[src/pxo_pkg.sv]
package pxo_pkg;

  // register addresses on the control write port
  localparam logic [7:0] PIXEL_FORMAT_CONTROL_ADDR  = 8'h17;
  localparam logic [7:0] PORT_TRISTATE_CONTROL_ADDR = 8'h18;

  localparam int unsigned REG_W   = 8;
  localparam int unsigned CHAN_W  = 8;
  localparam int unsigned PIXEL_W = 3 * CHAN_W;

  // pixel_format_control fields
  localparam int unsigned FMT_INPUT_SET_BIT     = 7;
  localparam int unsigned FMT_TRACK_HOLD_BIT    = 6;
  localparam int unsigned FMT_GAIN_SEL_HI       = 5;
  localparam int unsigned FMT_GAIN_SEL_LO       = 4;
  localparam int unsigned FMT_BLANK_INHIBIT_BIT = 3;
  localparam int unsigned FMT_DUAL_PORT_BIT     = 2;
  localparam int unsigned FMT_PARITY_BIT        = 1;
  localparam int unsigned FMT_STAGGER_BIT       = 0;
  localparam logic [7:0]  FMT_RESET             = 8'h00;

  // port_tristate_control fields, bits 7..5 unused and not stored
  localparam int unsigned TRI_W                = 5;
  localparam int unsigned TRI_PORT_B_FLOAT_BIT = 4;
  localparam int unsigned TRI_PORT_A_FLOAT_BIT = 3;
  localparam int unsigned TRI_RANGE_FLOAT_BIT  = 2;
  localparam int unsigned TRI_TEST_ENABLE_BIT  = 1;
  localparam int unsigned TRI_TEST_LEVEL_BIT   = 0;
  localparam logic [4:0]  TRI_RESET            = 5'h1C;

  // gain monitor selection codes
  localparam logic [1:0] GAIN_SEL_RED   = 2'h0;
  localparam logic [1:0] GAIN_SEL_GREEN = 2'h1;
  localparam logic [1:0] GAIN_SEL_BLUE  = 2'h2;
  localparam logic [1:0] GAIN_SEL_NONE  = 2'h3;

  // channel order inside a packed pixel
  localparam int unsigned RED_LSB   = 2 * CHAN_W;
  localparam int unsigned GREEN_LSB = CHAN_W;
  localparam int unsigned BLUE_LSB  = 0;

  localparam int unsigned RANGE_W  = 3;
  localparam int unsigned BUF_DEPTH = 2;

  typedef enum logic {
    PXO_PH_FIRST,
    PXO_PH_SECOND
  } pxo_phase_type;

endpackage

[src/pxo_pix_if.sv]
`timescale 1ns/1ns
`default_nettype none

interface pxo_pix_if #(
  parameter int unsigned WIDTH = 24
);
  logic [WIDTH-1:0] data;
  logic             valid;
  logic             ready;

  modport src (output data, output valid, input ready);
  modport snk (input data, input valid, output ready);
endinterface

`default_nettype wire

[src/pxo_output_port.sv]
`timescale 1ns/1ns
`default_nettype none

module pxo_output_port #(
  parameter int unsigned CHAN_W   = pxo_pkg::CHAN_W,
  parameter int unsigned GAIN_W   = 8,
  parameter int unsigned OFFSET_W = 8
) (
  input  wire logic                       core_clk,
  input  wire logic                       reset_n,
  input  wire logic                       reg_wr_en,
  input  wire logic [7:0]                 reg_addr,
  input  wire logic [7:0]                 reg_wr_data,
  input  wire logic                       adc_valid,
  output var  logic                       adc_ready,
  input  wire logic [3*CHAN_W-1:0]        adc_set1_pixel,
  input  wire logic [3*CHAN_W-1:0]        adc_set2_pixel,
  input  wire logic                       blank_active,
  input  wire logic signed [OFFSET_W-1:0] red_offset_value,
  input  wire logic signed [OFFSET_W-1:0] green_offset_value,
  input  wire logic signed [OFFSET_W-1:0] blue_offset_value,
  input  wire logic [GAIN_W-1:0]          red_gain_level,
  input  wire logic [GAIN_W-1:0]          green_gain_level,
  input  wire logic [GAIN_W-1:0]          blue_gain_level,
  input  wire logic [2:0]                 range_flag_in,
  input  wire logic                       out_ready,
  output var  logic                       input_set_select,
  output var  logic                       track_hold_disable,
  output var  logic [GAIN_W-1:0]          gain_monitor_pin,
  output var  logic [3*CHAN_W-1:0]        port_a_data,
  output var  logic                       port_a_strobe,
  output var  logic                       port_a_oe,
  output var  logic [3*CHAN_W-1:0]        port_b_data,
  output var  logic                       port_b_strobe,
  output var  logic                       port_b_oe,
  output var  logic [2:0]                 range_flag_out,
  output var  logic                       range_flag_oe
);
  localparam int unsigned PIX_W = 3 * CHAN_W;

  logic [pxo_pkg::REG_W-1:0] pixel_format_control;
  logic [pxo_pkg::TRI_W-1:0] port_tristate_control;
  pxo_pkg::pxo_phase_type    phase;
  logic [PIX_W-1:0]          first_pixel;
  logic                      b_pending;
  logic [PIX_W-1:0]          b_pending_pixel;

  pxo_pix_if #(.WIDTH(PIX_W)) buf_fill ();
  pxo_pix_if #(.WIDTH(PIX_W)) buf_drain ();

  // clamp a signed offset to a channel code, negative gives zero
  function automatic logic [CHAN_W-1:0] blank_level(input logic signed [OFFSET_W-1:0] v);
    logic [OFFSET_W-1:0] mag;
    mag = v;
    if (v < 0) begin
      return '0;
    end
    return CHAN_W'(mag);
  endfunction

  function automatic logic [CHAN_W-1:0] chan(input logic [PIX_W-1:0] p, input int unsigned lsb);
    return p[lsb +: CHAN_W];
  endfunction

  // register write decode
  wire fmt_wr = reg_wr_en & (reg_addr == pxo_pkg::PIXEL_FORMAT_CONTROL_ADDR);
  wire tri_wr = reg_wr_en & (reg_addr == pxo_pkg::PORT_TRISTATE_CONTROL_ADDR);

  // control fields
  wire       sel_set2      = pixel_format_control[pxo_pkg::FMT_INPUT_SET_BIT];
  wire [1:0] gain_sel      = pixel_format_control[pxo_pkg::FMT_GAIN_SEL_HI:
                                                  pxo_pkg::FMT_GAIN_SEL_LO];
  wire       blank_inhibit = pixel_format_control[pxo_pkg::FMT_BLANK_INHIBIT_BIT];
  wire       dual_port     = pixel_format_control[pxo_pkg::FMT_DUAL_PORT_BIT];
  wire       odd_on_a      = pixel_format_control[pxo_pkg::FMT_PARITY_BIT];
  wire       stagger       = pixel_format_control[pxo_pkg::FMT_STAGGER_BIT];
  wire       b_float       = port_tristate_control[pxo_pkg::TRI_PORT_B_FLOAT_BIT];
  wire       a_float       = port_tristate_control[pxo_pkg::TRI_PORT_A_FLOAT_BIT];
  wire       range_float   = port_tristate_control[pxo_pkg::TRI_RANGE_FLOAT_BIT];
  wire       test_mode     = port_tristate_control[pxo_pkg::TRI_TEST_ENABLE_BIT];
  wire       test_level    = port_tristate_control[pxo_pkg::TRI_TEST_LEVEL_BIT];
  wire       track_hold    = pixel_format_control[pxo_pkg::FMT_TRACK_HOLD_BIT];

  // input set choice and blanking substitution
  wire [PIX_W-1:0] raw_pixel   = sel_set2 ? adc_set2_pixel : adc_set1_pixel;
  wire             substitute  = blank_active & ~blank_inhibit;
  wire [CHAN_W-1:0] red_in     = substitute ? blank_level(red_offset_value)
                                            : chan(raw_pixel, pxo_pkg::RED_LSB);
  wire [CHAN_W-1:0] green_in   = substitute ? blank_level(green_offset_value)
                                            : chan(raw_pixel, pxo_pkg::GREEN_LSB);
  wire [CHAN_W-1:0] blue_in    = substitute ? blank_level(blue_offset_value)
                                            : chan(raw_pixel, pxo_pkg::BLUE_LSB);
  wire [PIX_W-1:0]  in_pixel   = {red_in, green_in, blue_in};

  assign buf_fill.valid = adc_valid;
  assign buf_fill.data  = in_pixel;
  assign adc_ready      = buf_fill.ready;

  // two entries ride out a receiver stall with no word lost
  pxo_pixel_buffer #(
    .WIDTH (PIX_W),
    .DEPTH (pxo_pkg::BUF_DEPTH)
  ) u_buffer (
    .core_clk (core_clk),
    .reset_n  (reset_n),
    .fill     (buf_fill),
    .drain    (buf_drain)
  );

  // downstream stall holds pixels in the buffer
  assign buf_drain.ready = out_ready;
  wire             take      = buf_drain.valid & out_ready;
  wire [PIX_W-1:0] pix       = buf_drain.data;
  wire             pair_done = take & dual_port & (phase == pxo_pkg::PXO_PH_SECOND);
  // a format write or single port mode restarts pairing on an even pixel
  wire             restart_pair = fmt_wr | ~dual_port;
  wire             keep_first   = take & (phase == pxo_pkg::PXO_PH_FIRST);

  // even pixel is the first of a pair, odd the second
  wire [PIX_W-1:0] pair_a = odd_on_a ? pix : first_pixel;
  wire [PIX_W-1:0] pair_b = odd_on_a ? first_pixel : pix;

  // phase sequencing
  pxo_pkg::pxo_phase_type next_phase;
  always_comb begin
    next_phase = phase;
    if (restart_pair) begin
      next_phase = pxo_pkg::PXO_PH_FIRST;
    end else if (take) begin
      unique case (phase)
        pxo_pkg::PXO_PH_FIRST:  next_phase = pxo_pkg::PXO_PH_SECOND;
        pxo_pkg::PXO_PH_SECOND: next_phase = pxo_pkg::PXO_PH_FIRST;
      endcase
    end
  end

  // next values of port A
  wire             a_load     = dual_port ? pair_done : take;
  wire [PIX_W-1:0] a_pixel    = dual_port ? pair_a : pix;
  // next values of port B, immediate or one clock later
  wire             b_now      = pair_done & ~stagger;
  wire             b_defer    = pair_done & stagger;
  wire             b_load     = b_now | b_pending;
  wire [PIX_W-1:0] b_pixel    = b_pending ? b_pending_pixel : pair_b;
  wire [PIX_W-1:0] test_pixel = {PIX_W{test_level}};
  wire [pxo_pkg::RANGE_W-1:0] next_range = test_mode ? {pxo_pkg::RANGE_W{test_level}}
                                                     : range_flag_in;

  // gain monitor mux
  // unused code drives zero rather than a stale level
  logic [GAIN_W-1:0] next_gain_monitor;
  always_comb begin
    unique case (gain_sel)
      pxo_pkg::GAIN_SEL_RED:   next_gain_monitor = red_gain_level;
      pxo_pkg::GAIN_SEL_GREEN: next_gain_monitor = green_gain_level;
      pxo_pkg::GAIN_SEL_BLUE:  next_gain_monitor = blue_gain_level;
      pxo_pkg::GAIN_SEL_NONE:  next_gain_monitor = '0;
    endcase
  end

  // control registers, write only
  always_ff @(posedge core_clk or negedge reset_n) begin
    if (!reset_n) begin
      pixel_format_control <= pxo_pkg::FMT_RESET;
    end else if (fmt_wr) begin
      pixel_format_control <= reg_wr_data;
    end
  end

  // upper three bits of the tristate write are dropped
  always_ff @(posedge core_clk or negedge reset_n) begin
    if (!reset_n) begin
      port_tristate_control <= pxo_pkg::TRI_RESET;
    end else if (tri_wr) begin
      port_tristate_control <= reg_wr_data[pxo_pkg::TRI_W-1:0];
    end
  end

  // pairing state
  always_ff @(posedge core_clk or negedge reset_n) begin
    if (!reset_n) begin
      phase <= pxo_pkg::PXO_PH_FIRST;
    end else begin
      phase <= next_phase;
    end
  end

  // even pixel waits here until its partner drains
  always_ff @(posedge core_clk or negedge reset_n) begin
    if (!reset_n) begin
      first_pixel <= '0;
    end else if (keep_first) begin
      first_pixel <= pix;
    end
  end

  // interleaved port B value held back one clock
  always_ff @(posedge core_clk or negedge reset_n) begin
    if (!reset_n) begin
      b_pending       <= 1'b0;
      b_pending_pixel <= '0;
    end else begin
      b_pending <= b_defer;
      if (b_defer) begin
        b_pending_pixel <= pair_b;
      end
    end
  end

  // port A, forced to the test level in buffer test mode
  always_ff @(posedge core_clk or negedge reset_n) begin
    if (!reset_n) begin
      port_a_data   <= '0;
      port_a_strobe <= 1'b0;
    end else if (test_mode) begin
      port_a_data   <= test_pixel;
      port_a_strobe <= 1'b0;
    end else begin
      port_a_strobe <= a_load;
      if (a_load) begin
        port_a_data <= a_pixel;
      end
    end
  end

  // port B, same forcing as port A
  always_ff @(posedge core_clk or negedge reset_n) begin
    if (!reset_n) begin
      port_b_data   <= '0;
      port_b_strobe <= 1'b0;
    end else if (test_mode) begin
      port_b_data   <= test_pixel;
      port_b_strobe <= 1'b0;
    end else begin
      port_b_strobe <= b_load;
      if (b_load) begin
        port_b_data <= b_pixel;
      end
    end
  end

  // drive enables follow the float bits, test mode included
  always_ff @(posedge core_clk or negedge reset_n) begin
    if (!reset_n) begin
      port_a_oe     <= 1'b0;
      port_b_oe     <= 1'b0;
      range_flag_oe <= 1'b0;
    end else begin
      port_a_oe     <= ~a_float;
      port_b_oe     <= ~b_float;
      range_flag_oe <= ~range_float;
    end
  end

  // range flags one clock late, or forced in test mode
  always_ff @(posedge core_clk or negedge reset_n) begin
    if (!reset_n) begin
      range_flag_out <= '0;
    end else begin
      range_flag_out <= next_range;
    end
  end

  // gain monitor pin
  always_ff @(posedge core_clk or negedge reset_n) begin
    if (!reset_n) begin
      gain_monitor_pin <= '0;
    end else begin
      gain_monitor_pin <= next_gain_monitor;
    end
  end

  // front-end controls for the converter
  always_ff @(posedge core_clk or negedge reset_n) begin
    if (!reset_n) begin
      input_set_select   <= 1'b0;
      track_hold_disable <= 1'b0;
    end else begin
      input_set_select   <= sel_set2;
      track_hold_disable <= track_hold;
    end
  end
endmodule

`default_nettype wire

[src/pxo_pixel_buffer.sv]
`timescale 1ns/1ns
`default_nettype none

module pxo_pixel_buffer #(
  parameter int unsigned WIDTH = 24,
  parameter int unsigned DEPTH = 2
) (
  input  wire logic core_clk,
  input  wire logic reset_n,
  pxo_pix_if.snk    fill,
  pxo_pix_if.src    drain
);
  localparam int unsigned PTR_W = (DEPTH > 1) ? $clog2(DEPTH) : 1;
  localparam int unsigned CNT_W = $clog2(DEPTH + 1);
  localparam logic [CNT_W-1:0] CNT_FULL  = CNT_W'(DEPTH);
  localparam logic [CNT_W-1:0] CNT_ONE   = CNT_W'(1);
  localparam logic [PTR_W-1:0] PTR_LAST  = PTR_W'(DEPTH - 1);
  localparam logic [PTR_W-1:0] PTR_ONE   = PTR_W'(1);

  logic [WIDTH-1:0] mem [DEPTH];
  logic [PTR_W-1:0] wr_ptr;
  logic [PTR_W-1:0] rd_ptr;
  logic [CNT_W-1:0] count;
  logic             room;
  logic             empty;

  wire push = fill.valid & room;
  wire pop  = drain.ready & ~empty;
  wire [CNT_W-1:0] next_count = push & ~pop ? count + CNT_ONE :
                                pop & ~push ? count - CNT_ONE : count;

  function automatic logic [PTR_W-1:0] bump(input logic [PTR_W-1:0] p);
    return (p == PTR_LAST) ? '0 : p + PTR_ONE;
  endfunction

  // registered flags keep ready and valid glitch free at the ports
  assign fill.ready  = room;
  assign drain.valid = ~empty;
  assign drain.data  = mem[rd_ptr];

  always_ff @(posedge core_clk or negedge reset_n) begin
    if (!reset_n) begin
      wr_ptr <= '0;
      rd_ptr <= '0;
      count  <= '0;
      room   <= 1'b1;
      empty  <= 1'b1;
    end else begin
      if (push) begin
        wr_ptr <= bump(wr_ptr);
      end
      if (pop) begin
        rd_ptr <= bump(rd_ptr);
      end
      count <= next_count;
      room  <= next_count != CNT_FULL;
      empty <= next_count == '0;
    end
  end

  always_ff @(posedge core_clk) begin
    if (push) begin
      mem[wr_ptr] <= fill.data;
    end
  end
endmodule

`default_nettype wire

[config.mk]
export PLATFORM = sky130hd
export DESIGN_NAME = pxo_output_port
export DESIGN_NICKNAME = d
export VERILOG_FILES = /design/src/pxo_pkg.sv /design/src/pxo_pix_if.sv /design/src/pxo_output_port.sv /design/src/pxo_pixel_buffer.sv
export SDC_FILE = /design/constraint.sdc
export NUM_CORES = 1
export LEC_CHECK = 0
export ABC_AREA = 1
export BUFFER_PORTS_ARGS = -buffer_cell sky130_fd_sc_hd__buf_2
export CORE_MARGIN = 2
export CORE_UTILIZATION = 59
export CTS_CLUSTER_SIZE = 24
export DETAILED_ROUTE_END_ITERATION = 10
export PLACE_DENSITY = 0.9
export SYNTH_ARGS = -nofsm -noshare
export SYNTH_HDL_FRONTEND = slang
export SYNTH_SLANG_ARGS = --single-unit
[constraint.sdc]
create_clock -name core_clk -period 5 [get_ports core_clk]
set_input_delay 0.25 -clock core_clk [delete_from_list [all_inputs] [get_ports core_clk]]
set_output_delay 0.25 -clock core_clk [all_outputs]
set_load 0.02 [all_outputs]
==> summary.md <==
| Metric | Value |
|---|---|
| FMAX | 351 MHz |
| Pin count of the biggest net entering global routing | 79 |
| Final Setup Violations | 0 |
| Initial antenna violation count | 0 |
| Post-layout util | 71.3% |
| Worst Path Class, Setup | flip-flop to flip-flop |
| Reg area | 4830 sq um |
| Hold Buf Count CTS | 1 |
| Finished Layout Cells | approximately 1400 |
| Crit-path max FO | 26 |
| # DRC | 0 |
| Max incr delay on CP | 920 ps |
| Mapped Cells | between 1000 and 1500 |
| Die height | 126 um |
| Period minus WS final | about 2800 ps |
| # clock sinks | between 150 and 200 |
| Dpl cells | ~1400 |
| Synth Net Count | 1195 |
| Vias in the first global route | 7474 |
| Commonest cells after routing, fill and taps aside | 355 x nand2_1, 186 x buf_2, 130 x dfrtp_1 |
| Wire per inst | 15.4 um |
| Leakage power | 0.00541 uW |
| Die W | 126 um |
| Slew headroom | 22.8% |
| Pwr Total | 5450 uW |
| Most used cell, CP | inv_2 |
| MaxCap Viol Count | 0 |
| Clock slew at reported path FFs | 70 ps |
| CP Depth | 5 |
| Critical Path End Type | flip-flop |
| Worst r2r path cells | 5 |
| CP max-delay cell | dfrtp_1 |
| N_diodes | 0 |
| Gr usage total | between 20% and 30% |
| Cell area after synthesis | roughly 8800 sq um |
| Kind of start point of the critical path | flip-flop |
| Post-synthesis sequential area ratio | between 50% and 60% |
| PortBufs | 187 |
| Worst skew pair latency | 430 ps |
| DR pass1 iterations | 7 |
| Fillcell total | 1108 |
| # Post-CTS Setup Buffers | 0 |
| Data arrival, critical path | 3150 ps |
| Total CTS buffers | 17 |
| First-pass GRT wire length | 36.5 mm |
| WP data required | 5300 ps |
| I/O Pins | 188 |
| Iter 0 DRT Violations | slightly below 900 |
| Clock skew | 6.73 ps |
| Hold path cells | 3 |
| Final HPWL DP | 15.3 mm |
| Final hold violation count | 0 |
| Peak VDD IR | ~0.32 mV |
| Nets | about 1400 |
| Crit path cell chain | inv_2 -> nand2_1 -> inv_2 -> o21bai_1 -> a21oi_1 |
| Power per cell area | 523 nW/um^2 |
| # H-tree levels | 4 |
| CTS max path bufs | 2 |
| Critical path's top delay family | flip-flops |
| Yosys warns | 0 |
| RePlAce Congestion | 0.937 |
| DR vias/cell | approximately 5.5 |
| Status | complete, no violations |
| Die area | 16000 sq um |
| Worst slew pin tran | around 1200 ps |
| Slew Viols, Final | 0 |
| Root buffer cell | clkbuf_16 |
| Area Growth Syn to Fin | 17.9% |
| Core area | ~15000 sq um |
| Library cells used by synthesis | 35 |
| RSZ-0062 raised after global routing | no |
| Num rows | 44 |
| Final period util | approximately 57% |
| Via count | 7854 |
| CP Buf/Inv Count | 2 |
| #FFs+latches synth | approximately 180 |
| PostCTS Resize Cnt | 0 |
| Avg Inst Size Synth | 8.22 sq um |
| Final wirelength | between 20 and 25 mm |
| Final TNS setup | 0 ps |
| HP Class | input pin to flip-flop |
| Grt ovf | 0 |
| CTS tree | yes |
| Starting utilization of the core area | 60.5% |
| Area occupied by multi-input gates | 3280 sq um |
| Post-route ant nets | 0 |
| Commonest non-fill, non-tap cell in the layout | nand2_1 |
| Share of layout cells above drive strength 1 | 19.8% |
[Yosys cell counts]
library cell / count / area (sq um)
o22ai_1: 21 / 131
edfxtp_1: 48 / 1440
dfrtp_1: 130 / 3250
nand3_1: 70 / 350
clkbuf_2: 1 / 5.00
and2_1: 16 / 100
nand2_1: 355 / 1330
nand2_4: 2 / 22.5
xor2_1: 4 / 35.0
buf_4: 6 / 45.0
buf_6: 1 / 11.3
clkinv_1: 1 / 3.75
buf_1: 3 / 11.3
nor2_1: 47 / 176
dfstp_2: 5 / 131
o21bai_1: 16 / 120
nor3_2: 1 / 10.0
a21oi_1: 60 / 300
or2_2: 3 / 18.8
nor4_4: 1 / 21.3
inv_4: 1 / 6.26
nand2_2: 2 / 12.5
nand4_1: 25 / 156
nor2_4: 1 / 11.3
nand4_2: 1 / 12.5
inv_2: 4 / 15.0
o21ai_0: 70 / 350
clkbuf_1: 24 / 90.1
nand3_2: 1 / 10.0
nor4_2: 1 / 12.5
o21ai_1: 15 / 75.1
nand3b_1: 1 / 7.51
nor2_2: 2 / 12.5
inv_1: 114 / 428
buf_2: 21 / 105
[worst register-to-register path: stages, from the launching register on]
cell and delay, ps:
dfrtp_1 920, inv_2 380, nand2_1 660, inv_2 400, o21bai_1 270, a21oi_1 90
[metrics by stage]
step	cell area [sq um]	worst slack (ps)	hold slack [ps]
6_report	10400	2150	9.32
5_1_grt	10400	1930	22.1
4_1_cts	10400	2230	0.172
3_5_place_dp	9770	2260	329
3_3_place_gp	9770	2350	325
2_1_floorplan	8830	2820	-45.6
[metal layers]
layer  wire (um)  track usage (%)  vias to the layer above
li1            -                -                     3769
met1        9310             40.2                     3648
met2       10100             44.9                      404
met3        2090             5.95                       33
met4         363             9.05                        0
met5           0                0                        -
[final timing paths]
path | slack, ps | startpoint | end
worst min register to register | 400 | pixel_format_control[6] | track_hold_disable
worst max-delay path | 2150 | pixel_format_control[1] | port_a_data[13]
max in group asynchronous | 3370 | reset_n | gain_monitor_pin[1]
min in group asynchronous | 430 | reset_n | b_pending_pixel[2]
worst max register to register | 2150 | pixel_format_control[1] | port_a_data[13]
worst min-delay path | 9 | range_flag_in[0] | range_flag_out[0]
[kinds of logic (layout without fill, tap and decap cells)]
group	Yosys count	in the layout	share of synthesized area [%]
AND/OR/NAND/NOR	529	529	25.7
XOR/XNOR	4	4	0.397
buffers and inverters	176	344	8.17
AO/OA/AOI/OAI	182	182	11.1
flip-flops	183	183	54.7
[area by class of cell]
cell class | instances | share of cell area, %
sequential | 183 | 46.4
clock inverter | 12 | 1.65
clock buffer | 20 | 4.40
multi-input combinational | 715 | 31.6
inverter | 120 | 4.35
tap | 184 | 2.21
timing repair buffer | 192 | 9.44
[registers in the layout, summed over array words and instances, names as in the netlist]
signal / count
b_pending: 1
b_pending_pixel: 24
first_pixel: 24
gain_monitor_pin: 8
input_set_select: 1
phase: 1
pixel_format_control: 8
port_a_data: 24
port_a_oe: 1
port_a_strobe: 1
port_b_data: 24
port_b_oe: 1
port_b_strobe: 1
port_tristate_control: 5
range_flag_oe: 1
range_flag_out: 3
track_hold_disable: 1
u_buffer.count: 2
u_buffer.empty: 1
u_buffer.fill.ready: 1
u_buffer.mem: 48
u_buffer.rd_ptr: 1
u_buffer.wr_ptr: 1
[power breakdown]
part	internal (uW)	switching (uW)	total, uW
clock network	866	568	1430
logic	583	1190	1770
registers	1960	279	2240
Note: power is estimated with default switching activity, not from simulation.
